$ cat config.mk
export PLATFORM = sky130hd
export DESIGN_NAME = ptif_top
export DESIGN_NICKNAME = d
export VERILOG_FILES = /design/src/rtl/ptif_top.v
export VERILOG_INCLUDE_DIRS = /design/src /design/src/rtl
export SDC_FILE = /design/constraint.sdc
export NUM_CORES = 1
export LEC_CHECK = 0
export BUFFER_PORTS_ARGS = -buffer_cell sky130_fd_sc_hd__buf_2
export CORE_ASPECT_RATIO = 1.1
export CORE_MARGIN = 4
export CORE_UTILIZATION = 25
export DETAILED_ROUTE_END_ITERATION = 7
export REMOVE_ABC_BUFFERS = 1
export SYNTH_ARGS = -nofsm -noshare
export SYNTH_HDL_FRONTEND = slang
export SYNTH_SLANG_ARGS = --single-unit
$ cat constraint.sdc
create_clock -name CLK -period 2.5 [get_ports CLK]
set_input_delay 0.5 -clock CLK [delete_from_list [all_inputs] [get_ports CLK]]
set_output_delay 0.5 -clock CLK [all_outputs]
set_load 0.01 [all_outputs]
$ cat src/rtl/ptif_regs.vh
// Register map, bit positions and reset values of the top interrupt flag block
`ifndef PTIF_REGS_VH
`define PTIF_REGS_VH

// ----------------------------------------------------------------------------
// Register offsets
// ----------------------------------------------------------------------------
`define PTIF_ADDR_FLAGS_HIGH    8'h19
`define PTIF_ADDR_FLAGS_LOW     8'h1A
`define PTIF_ADDR_TOP_STATUS    8'h1D

// ----------------------------------------------------------------------------
// Field positions in top_interrupt_flags_high
// ----------------------------------------------------------------------------
`define PTIF_BIT_SYNC_CLK       4
`define PTIF_BIT_TSD            3
`define PTIF_BIT_TWARN          2
`define PTIF_BIT_OVP            1
`define PTIF_BIT_MEAS           0
`define PTIF_FLAGS_HIGH_MSB     4
`define PTIF_FLAGS_HIGH_W       5

// ----------------------------------------------------------------------------
// Field positions in top_interrupt_flags_low and the top status register
// ----------------------------------------------------------------------------
`define PTIF_BIT_RESET_EVENT    0
`define PTIF_BIT_STAT_SYNC_CLK  4
`define PTIF_BIT_STAT_TSD       3
`define PTIF_BIT_STAT_TWARN     2
`define PTIF_BIT_STAT_OVP       1

// ----------------------------------------------------------------------------
// Reset values
// ----------------------------------------------------------------------------
`define PTIF_FLAGS_HIGH_RESET   5'h00
`define PTIF_BYTE_ZERO          8'h00

`endif

$ cat src/rtl/ptif_top.v
// Top-level latched interrupt flags, live status and protective shutdown
//
// Function
// RULE_01: Thermal shutdown sets bit 3, kills regulators, outputs
// RULE_02: Thermal shutdown flag blocks all regulator enables
// RULE_03: Live thermal shutdown shown in status register
// RULE_04: Thermal warning latched bit 2, live status mirrored
// RULE_05: Over-voltage sets bit 1, kills regulators, outputs
// RULE_06: New current result sets bit 0
// RULE_07: Result flag holds until host writes one
// RULE_08: Supply undervoltage or host reset sets reset flag
// RULE_09: Reset event disables regulators, defaults registers
// RULE_10: Restart startup; reset flag holds until cleared
// RULE_11: Reset register bits 7:1 reserved, read zero
// RULE_12: Sync clock appear or vanish sets bit 4
// RULE_13: Flags clear on one, zero keeps, events reassert
`timescale 1ns/1ns
`include "ptif_regs.vh"

module ptif_top #(
    parameter NUM_REG = 4
) (
    input  wire               CLK,
    input  wire               RESETN,
    input  wire               CE,
    input  wire [7:0]         REG_ADDR,
    input  wire               REG_WR,
    input  wire [7:0]         REG_WDATA,
    input  wire               REG_RD,
    output reg  [7:0]         REG_RDATA,
    input  wire               SYNC_CLK_PRESENT,
    input  wire               THERMAL_SHUTDOWN,
    input  wire               THERMAL_WARNING,
    input  wire               INPUT_OVERVOLTAGE,
    input  wire               CURRENT_RESULT_WRITTEN,
    input  wire               ANALOG_SUPPLY_LOW,
    input  wire               HOST_RESET_REQUEST,
    input  wire [NUM_REG-1:0] REGULATOR_REQUEST,
    output reg  [NUM_REG-1:0] REGULATOR_ENABLE,
    input  wire               GENERAL_OUTPUT_A_REQUEST,
    input  wire               GENERAL_OUTPUT_B_REQUEST,
    output reg                GENERAL_OUTPUT_A,
    output reg                GENERAL_OUTPUT_B,
    output reg                REGISTERS_DEFAULT,
    output reg                STARTUP_RESTART
);

    // ------------------------------------------------------------------------
    // Write-one-to-clear with set priority
    // ------------------------------------------------------------------------
    function [`PTIF_FLAGS_HIGH_MSB:0] w1c_update;
        input [`PTIF_FLAGS_HIGH_MSB:0] flags;
        input                          hit;
        input [`PTIF_FLAGS_HIGH_MSB:0] wdata;
        input [`PTIF_FLAGS_HIGH_MSB:0] set;
        begin
            // A set in the same cycle as a clear wins, so no event is lost
            w1c_update = (flags & ~({`PTIF_FLAGS_HIGH_W{hit}} & wdata)) | set;
        end
    endfunction

    // ------------------------------------------------------------------------
    // State and edge history
    // ------------------------------------------------------------------------
    reg [`PTIF_FLAGS_HIGH_MSB:0] flags_high;
    reg                          reset_event_flag;
    reg                          prev_sync;
    reg                          prev_tsd;
    reg                          prev_warn;
    reg                          prev_ovp;
    reg                          prev_uv;
    reg [NUM_REG-1:0]            prev_req;
    reg                          prev_out_a;
    reg                          prev_out_b;

    // ------------------------------------------------------------------------
    // Register write decode
    // ------------------------------------------------------------------------
    wire wr_high = REG_WR && (REG_ADDR == `PTIF_ADDR_FLAGS_HIGH);
    wire wr_low  = REG_WR && (REG_ADDR == `PTIF_ADDR_FLAGS_LOW);

    // ------------------------------------------------------------------------
    // Event detection
    // ------------------------------------------------------------------------
    wire ev_sync  = SYNC_CLK_PRESENT ^ prev_sync;                       // RULE_12
    wire ev_tsd   = THERMAL_SHUTDOWN & ~prev_tsd;                       // RULE_01
    wire ev_warn  = THERMAL_WARNING & ~prev_warn;                       // RULE_04
    wire ev_ovp   = INPUT_OVERVOLTAGE & ~prev_ovp;                      // RULE_05
    // Supply loss counts on its rising edge; a host request counts in every cycle it is high
    wire ev_reset = (ANALOG_SUPPLY_LOW & ~prev_uv) | HOST_RESET_REQUEST; // RULE_08
    wire trip     = ev_tsd | ev_ovp | ev_reset;

    wire [`PTIF_FLAGS_HIGH_MSB:0] set_high;
    assign set_high[`PTIF_BIT_SYNC_CLK] = ev_sync;                      // RULE_12
    assign set_high[`PTIF_BIT_TSD]      = ev_tsd;                       // RULE_01
    assign set_high[`PTIF_BIT_TWARN]    = ev_warn;                      // RULE_04
    assign set_high[`PTIF_BIT_OVP]      = ev_ovp;                       // RULE_05
    assign set_high[`PTIF_BIT_MEAS]     = CURRENT_RESULT_WRITTEN;       // RULE_06

    // Enables are refused while the latched shutdown flag stands
    wire enable_block = flags_high[`PTIF_BIT_TSD] | trip;               // RULE_02

    // ------------------------------------------------------------------------
    // Latched flags and edge history
    // ------------------------------------------------------------------------
    always @(posedge CLK or negedge RESETN) begin
        if (!RESETN) begin
            flags_high       <= `PTIF_FLAGS_HIGH_RESET;
            reset_event_flag <= 1'b0;
            prev_sync        <= 1'b0;
            prev_tsd         <= 1'b0;
            prev_warn        <= 1'b0;
            prev_ovp         <= 1'b0;
            prev_uv          <= 1'b0;
        end else if (CE) begin
            // Edge history freezes with the flags, so a level change that still stands when CE returns is caught; a pulse wholly within CE low is lost
            prev_sync <= SYNC_CLK_PRESENT;
            prev_tsd  <= THERMAL_SHUTDOWN;
            prev_warn <= THERMAL_WARNING;
            prev_ovp  <= INPUT_OVERVOLTAGE;
            prev_uv   <= ANALOG_SUPPLY_LOW;
            if (ev_reset) begin
                // Defaults return, but events of this cycle still land
                flags_high <= set_high;                                 // RULE_09
            end else begin
                flags_high <= w1c_update(flags_high, wr_high,
                                         REG_WDATA[`PTIF_FLAGS_HIGH_MSB:0],
                                         set_high); // RULE_07 RULE_13
            end
            // The reset flag outlives the default load so the host can see it
            if (ev_reset) begin
                reset_event_flag <= 1'b1;                               // RULE_08 RULE_10
            end else if (wr_low && REG_WDATA[`PTIF_BIT_RESET_EVENT]) begin
                reset_event_flag <= 1'b0;                               // RULE_10
            end
        end
    end

    // ------------------------------------------------------------------------
    // Regulator enables: taken on a request edge, dropped on a trip
    // ------------------------------------------------------------------------
    genvar g;
    generate
        for (g = 0; g < NUM_REG; g = g + 1) begin : g_reg
            always @(posedge CLK or negedge RESETN) begin
                if (!RESETN) begin
                    REGULATOR_ENABLE[g] <= 1'b0;
                    prev_req[g]         <= 1'b0;
                end else if (CE) begin
                    prev_req[g] <= REGULATOR_REQUEST[g];
                    // A trip beats a fresh request edge; the request must fall and rise again
                    if (trip || !REGULATOR_REQUEST[g]) begin
                        REGULATOR_ENABLE[g] <= 1'b0;                    // RULE_01 RULE_05 RULE_09
                    end else if (!prev_req[g] && !enable_block) begin
                        REGULATOR_ENABLE[g] <= 1'b1;                    // RULE_02
                    end
                end
            end
        end
    endgenerate

    // ------------------------------------------------------------------------
    // General purpose outputs, forced low on a trip
    // ------------------------------------------------------------------------
    always @(posedge CLK or negedge RESETN) begin
        if (!RESETN) begin
            GENERAL_OUTPUT_A  <= 1'b0;
            GENERAL_OUTPUT_B  <= 1'b0;
            prev_out_a        <= 1'b0;
            prev_out_b        <= 1'b0;
            REGISTERS_DEFAULT <= 1'b0;
            STARTUP_RESTART   <= 1'b0;
        end else if (CE) begin
            prev_out_a <= GENERAL_OUTPUT_A_REQUEST;
            prev_out_b <= GENERAL_OUTPUT_B_REQUEST;
            // Outputs follow request edges like the enables, so a trip stays put
            if (trip || !GENERAL_OUTPUT_A_REQUEST) begin
                GENERAL_OUTPUT_A <= 1'b0;                               // RULE_01 RULE_05
            end else if (!prev_out_a) begin
                GENERAL_OUTPUT_A <= 1'b1;
            end
            if (trip || !GENERAL_OUTPUT_B_REQUEST) begin
                GENERAL_OUTPUT_B <= 1'b0;                               // RULE_01 RULE_05
            end else if (!prev_out_b) begin
                GENERAL_OUTPUT_B <= 1'b1;
            end
            REGISTERS_DEFAULT <= ev_reset;                              // RULE_09
            STARTUP_RESTART   <= ev_reset;                              // RULE_10
        end
    end

    // ------------------------------------------------------------------------
    // Read port
    // ------------------------------------------------------------------------
    // Unmapped addresses and reserved bits read as zero
    reg [7:0] next_rdata;
    always @* begin
        next_rdata = `PTIF_BYTE_ZERO;
        case (REG_ADDR)
            `PTIF_ADDR_FLAGS_HIGH: begin
                next_rdata[`PTIF_FLAGS_HIGH_MSB:0] = flags_high;
            end
            `PTIF_ADDR_FLAGS_LOW: begin
                next_rdata[`PTIF_BIT_RESET_EVENT] = reset_event_flag;   // RULE_11
            end
            `PTIF_ADDR_TOP_STATUS: begin
                next_rdata[`PTIF_BIT_STAT_SYNC_CLK] = SYNC_CLK_PRESENT;
                next_rdata[`PTIF_BIT_STAT_TSD]      = THERMAL_SHUTDOWN;  // RULE_03
                next_rdata[`PTIF_BIT_STAT_TWARN]    = THERMAL_WARNING;   // RULE_04
                next_rdata[`PTIF_BIT_STAT_OVP]      = INPUT_OVERVOLTAGE;
            end
            default: begin
                next_rdata = `PTIF_BYTE_ZERO;
            end
        endcase
    end

    always @(posedge CLK or negedge RESETN) begin
        if (!RESETN) begin
            REG_RDATA <= `PTIF_BYTE_ZERO;
        end else if (CE && REG_RD) begin
            REG_RDATA <= next_rdata;
        end
    end

endmodule // ptif_top

# Yosys cells after proc, flatten, opt, wreduce, memory -nomap -nowiden
# Index checks and enable logic that the tools add are counted.
# op_classes
reduce_logical	37
bitwise_logic	17
n_eq_ne	5
mux	17
# op_table
op	n
$eq A8 B5 Y1 const B	3
$mux W1	14
$reduce_and A2 Y1	7
$logic_not A1 Y1	11
$and A5 B5 Y5	2
$reduce_bool A2 Y1	5
$logic_and A1 B1 Y1	8
$pmux W4 S2	1
$logic_or A1 B1 Y1	6
$mux W5	1
$not A5 Y5	1
$or A5 B5 Y5	1
$and A1 B1 Y1	4
$ne A2 B1 Y1 const B	2
$not A1 Y1	4
$or A1 B1 Y1	4
$pmux W1 S2	1
$xor A1 B1 Y1	1
# word_totals
reg_bits	29
out_inout_bits	16
word_cells	97

# Depth between registers and ports, before layout
# logic_depth
depth_word	9
ltp_mapped	4
mapped_depth_nobuf	4

# Least setup slack after synthesis
# No wires, ideal clock.
# synth_timing
path_kind	in2reg
start	input port REG_ADDR[1]
end	register flags_high[1]
arrival_ns	1.656
setup_time_ns	0.122
cell_stages	4
setup_slack_ns	0.723
required_time_ns	2.378
cell_sequence	or4b_4 nor4_4 nand2_1 a32o_1
# synth_between
elab_chain_len	7
# synth_lines
item	line_no	text
from (decl)	ptif_top.v:26	input wire [7:0] REG_ADDR,
$eq A8 B5 Y1	-	
$logic_and A1 B1 Y1	ptif_top.v:79	wire wr_high = REG_WR && (REG_ADDR == `PTIF_ADDR_FLAGS_HIGH);
$and A5 B5 Y5	ptif_top.v:58	w1c_update = (flags & ~({`PTIF_FLAGS_HIGH_W{hit}} & wdata)) | set;
$not A5 Y5	ptif_top.v:58	
$and A5 B5 Y5	ptif_top.v:58	
$or A5 B5 Y5	ptif_top.v:58	
$mux W5	ptif_top.v:122	if (ev_reset) begin
to (signal assigned)	ptif_top.v:108	flags_high <= `PTIF_FLAGS_HIGH_RESET;
to (signal assigned)	ptif_top.v:124	flags_high <= set_high;
to (signal assigned)	ptif_top.v:126	flags_high <= w1c_update(flags_high, wr_high,
to (decl)	ptif_top.v:65	reg [`PTIF_FLAGS_HIGH_MSB:0] flags_high;
# Every way passes these cells.
# A chain may end at the register's enable or synchronous reset.

# Worst setup path in the final report
# layout_timing
start	input port CE
end	register REG_RDATA[3]
# layout_between
elab_chain_len	1
# layout_lines
item	line_no	text
from (decl)	ptif_top.v:25	input wire CE,
$logic_and A1 B1 Y1	ptif_top.v:221	end else if (CE && REG_RD) begin
to (signal assigned)	ptif_top.v:220	REG_RDATA <= `PTIF_BYTE_ZERO;
to (signal assigned)	ptif_top.v:222	REG_RDATA <= next_rdata;
to (decl)	ptif_top.v:30	output reg [7:0] REG_RDATA,
# Every way passes these cells.

==> impl_results.md <==
* Area share of the largest cell type after synthesis at 0.546
* Min Clock Period, post-route at 1.73 ns
* Number of nets in the final layout at 204
* Critical path arrival at 1.94 ns
* Number of warning messages in the yosys log at 0
* GP Congestion at 0.740
* Cell type with the highest aggregate area in the netlist: sky130_fd_sc_hd__dfrtp_1
* Distinct cells, synth at 28
* Sw power at 0.264 mW
* Async S/R FF share, synth at 1.00
* Setup Buffers After CTS at 0
* Clock tree buffer depth at 2
* Sequential Area at roughly 730 µm²
* Final Hold Vio Count at 0
* Port Buffers at 43
* Post-route ant nets at 0
* IR Drop Worst-Case VDD at 181 µV
* Slew of the pin with the lowest slew margin at about 0.66 ns
* Part of the power in the clock network at 0.360
* Data required, critical path at 2.71 ns
* Fin crit share at 0.693
* Leakage dissipation at 0.815 nW
* Vias at 1022
* Vias in the first global route at 1111
* Place WS at around 0.48 ns
* Setup repair after global routing missed its margin: no
* Total global-route track usage at 0.101
* HPWL Detailed at 2.25 mm
* Buffer cell driving the clock tree root: sky130_fd_sc_hd__clkbuf_8
* Run status: completed
* I/O Pins at 50
* Filler cell count at roughly 550
* TritonCTS clock tree: done
* Average cell area after synthesis at 10.8 µm²
* Most used standard cell by instance count after synthesis: sky130_fd_sc_hd__dfrtp_1
* Clock-pin slew reported for the worst setup and hold paths after clock tree synthesis at roughly 0.06 ns
* Share of the yosys chip area belonging to registers at 0.546
* Total of cells resized after clock tree synthesis at 0
* Initial DRT Pass Iterations at 4
* Cell Area, Synth at 0.00133 mm²
* Kind of path behind the tightest hold check: input pin to async pin
* Floorplan Core Area at 0.00507 mm²
* Fraction of final layout cells sized beyond drive strength 1 at 0.394
* Synthesis-to-finish area growth at 25.6%
* Synth Register Bits at 29
* DRC viols at 0
* Final setup skew at 0.00626 ns
* Initial Util at 0.262
* Cells traversed along the worst timing path: buf_2 -> nand2_1 -> nor4_2 -> a222oi_1 -> inv_1
* Slowest CP cell: sky130_fd_sc_hd__nor4_2
* Area contributors post-synth: sky130_fd_sc_hd__dfrtp_1, sky130_fd_sc_hd__mux2_2, sky130_fd_sc_hd__nand2_1, sky130_fd_sc_hd__a21oi_1, sky130_fd_sc_hd__a32o_1
* Max Freq at ~580 MHz
* Number of DRC markers in iteration 0 at 54
* # hold bufs at CTS at 0
* Accumulated negative setup slack at 0 ns
* Share of power burned in combinational logic at 0.140
* Initial antenna violation count at 0
* Synthesized netlist cell count at 123
* Clock sink count at 29
* Total power divided by cell area at between 600 and 700 mW/mm²
* Diodes inserted at 0
* Max-Cap Viols at 0
* Clk Latency, worst-skew pair at 0.28 ns
* Slew HR at 0.559
* Crit-path max FO at 22
* First-pass GRT wire length at approximately 5.2 mm
* Main flop type after synthesis: sky130_fd_sc_hd__dfrtp_1
* Internal power at 0.801 mW
* Part of the total power dissipated in sequential elements at 0.499
* Die H at 84.5 µm
* Net switching fraction of the power at 0.248
* Crit start category: input pin
* Number of placement rows at 27
* Max Transition Viols Final at 0
* TritonCTS buffer count at 5
* Crit Path Category: input pin to flip-flop
* Final setup fails at 0
* Longest individual stage delay on the worst path at between 0.5 and 0.6 ns
* Number of enable-type register cells in the synthesized netlist at 0
* CTS H-Tree Depth at 2
* Crit end category: flip-flop
* Average wire per cell in the routed design at 13.2 µm
* Average via count per standard cell at around 4.5
* Overflow after GRT at 0
* Most used standard cells in the synthesized netlist: sky130_fd_sc_hd__dfrtp_1, sky130_fd_sc_hd__nand2_1, sky130_fd_sc_hd__mux2_2
* Die Outline Area at 0.00655 mm²
* Area occupied by multi-input gates at between 500 and 600 µm²
* Largest net degree at the start of global routing at 30
* Horizontal die dimension at 77.5 µm
* Total wire length after detailed routing at 3.01 mm
* Final worst slack at 0.769 ns
-- per-layer routing --
| metal | GRT usage | vias up | part of all wire |
|---|---|---|---|
| li1 | - | 515 | - |
| met1 | 0.124 | 478 | 0.43 |
| met2 | 0.160 | 24 | 0.49 |
| met3 | 0.0365 | 5 | 0.059 |
| met4 | 0.0437 | 0 | 0.014 |
| met5 | 0 | - | 0 |
-- stage by stage --
step / power (mW) / utilization / hold slack (ns) / instances / area [µm²]
after floorplan: 0.613 / - / 0.204 / 118 / 1280
after global placement: 0.689 / 0.312 / 0.453 / 221 / 1580
after detailed placement: 0.694 / 0.312 / 0.459 / 221 / 1580
after CTS: 1.08 / 0.329 / 0.278 / 228 / 1670
after global routing: 1.13 / 0.329 / 0.311 / 228 / 1670
final: 1.07 / 0.329 / 0.254 / 228 / 1670
-- power by group through the flow --
| stage | clock network (mW) | logic (mW) | registers, mW |
|---|---|---|---|
| after floorplan | 0 | 0.0686 | 0.545 |
| after global placement | 0 | 0.149 | 0.540 |
| after detailed placement | 0 | 0.153 | 0.541 |
| after CTS | 0.398 | 0.153 | 0.533 |
| after global routing | 0.418 | 0.172 | 0.538 |
| final | 0.384 | 0.149 | 0.532 |
-- layout by cell type, fill, tap and decap left out --
cell type / synthesis / final
sky130_fd_sc_hd__nand2b_1: 1 / 1
sky130_fd_sc_hd__nand3_1: 2 / 2
sky130_fd_sc_hd__or4b_1: 1 / 1
sky130_fd_sc_hd__mux2_2: 9 / 9
sky130_fd_sc_hd__o21ai_0: 5 / 5
sky130_fd_sc_hd__or4b_4: 1 / 1
sky130_fd_sc_hd__nor3_1: 2 / 2
sky130_fd_sc_hd__a221o_1: 1 / 1
sky130_fd_sc_hd__o21ai_1: 1 / 1
sky130_fd_sc_hd__nor4_1: 2 / 2
sky130_fd_sc_hd__buf_2: 0 / 43
sky130_fd_sc_hd__a21oi_1: 8 / 8
sky130_fd_sc_hd__clkbuf_1: 1 / 1
sky130_fd_sc_hd__and2b_2: 4 / 4
sky130_fd_sc_hd__nand2_1: 23 / 23
sky130_fd_sc_hd__a32o_1: 4 / 4
sky130_fd_sc_hd__nor2_1: 8 / 8
sky130_fd_sc_hd__xor2_1: 1 / 1
sky130_fd_sc_hd__clkbuf_8: 0 / 6
sky130_fd_sc_hd__nor4_2: 1 / 1
sky130_fd_sc_hd__inv_1: 5 / 5
sky130_fd_sc_hd__nor4_4: 1 / 1
sky130_fd_sc_hd__or3_1: 1 / 1
sky130_fd_sc_hd__nand3b_1: 1 / 1
sky130_fd_sc_hd__conb_1: 1 / 3
sky130_fd_sc_hd__dfrtp_1: 29 / 29
sky130_fd_sc_hd__a222oi_1: 1 / 1
sky130_fd_sc_hd__a22oi_1: 3 / 3
sky130_fd_sc_hd__buf_4: 4 / 2
-- final timing paths --
kind / from / endpoint / slack, ns / cells past startpoint
worst max register to register: prev_uv / STARTUP_RESTART / 1.18 / 3
worst min register to register: flags_high[4] / REG_RDATA[4] / 0.47 / 2
worst max-delay path: CE / REG_RDATA[3] / 0.77 / 5
min in group CLK: CURRENT_RESULT_WRITTEN / flags_high[0] / 0.45 / 3
worst min-delay path: RESETN / flags_high[2] / 0.25 / 1
max in group asynchronous: RESETN / GENERAL_OUTPUT_A / 1.82 / 1
-- logic make-up (layout without fill, tap and decap cells) --
family | after synthesis | count (layout) | share of synthesized area
AOI/OAI and AO/OA | 23 | 23 | 0.115
xor gates and xnor gates | 1 | 1 | 0.00659
buffers and inverters | 12 | 57 | 0.0565
DFF | 29 | 29 | 0.546
muxes | 9 | 9 | 0.0763
other | 1 | 3 | 0.00282
and+or+nand+nor | 48 | 48 | 0.197
-- flip-flops by register name, summed over array words and instances, names as in the netlist --
register	count
STARTUP_RESTART	1
flags_high	5
REGULATOR_ENABLE	4
prev_sync	1
prev_out_a	1
prev_ovp	1
GENERAL_OUTPUT_A	1
prev_req	4
prev_uv	1
REG_RDATA	5
prev_out_b	1
GENERAL_OUTPUT_B	1
prev_tsd	1
reset_event_flag	1
prev_warn	1
-- area by class of cell --
type | count | share of cell area
flip-flops and latches | 29 | 0.435
multi-input cells | 84 | 0.321
repair buffers | 45 | 0.138
clock buffers | 7 | 0.0517
well taps | 58 | 0.0435
inverters | 5 | 0.0112
-- worst max-delay path, delay by kind of cell --
family | cells | cell delay (ns)
buf+inv | 2 | 0.40
compound gates | 1 | 0.17
simple gates | 2 | 0.87
(Power assumes the default switching activity.)
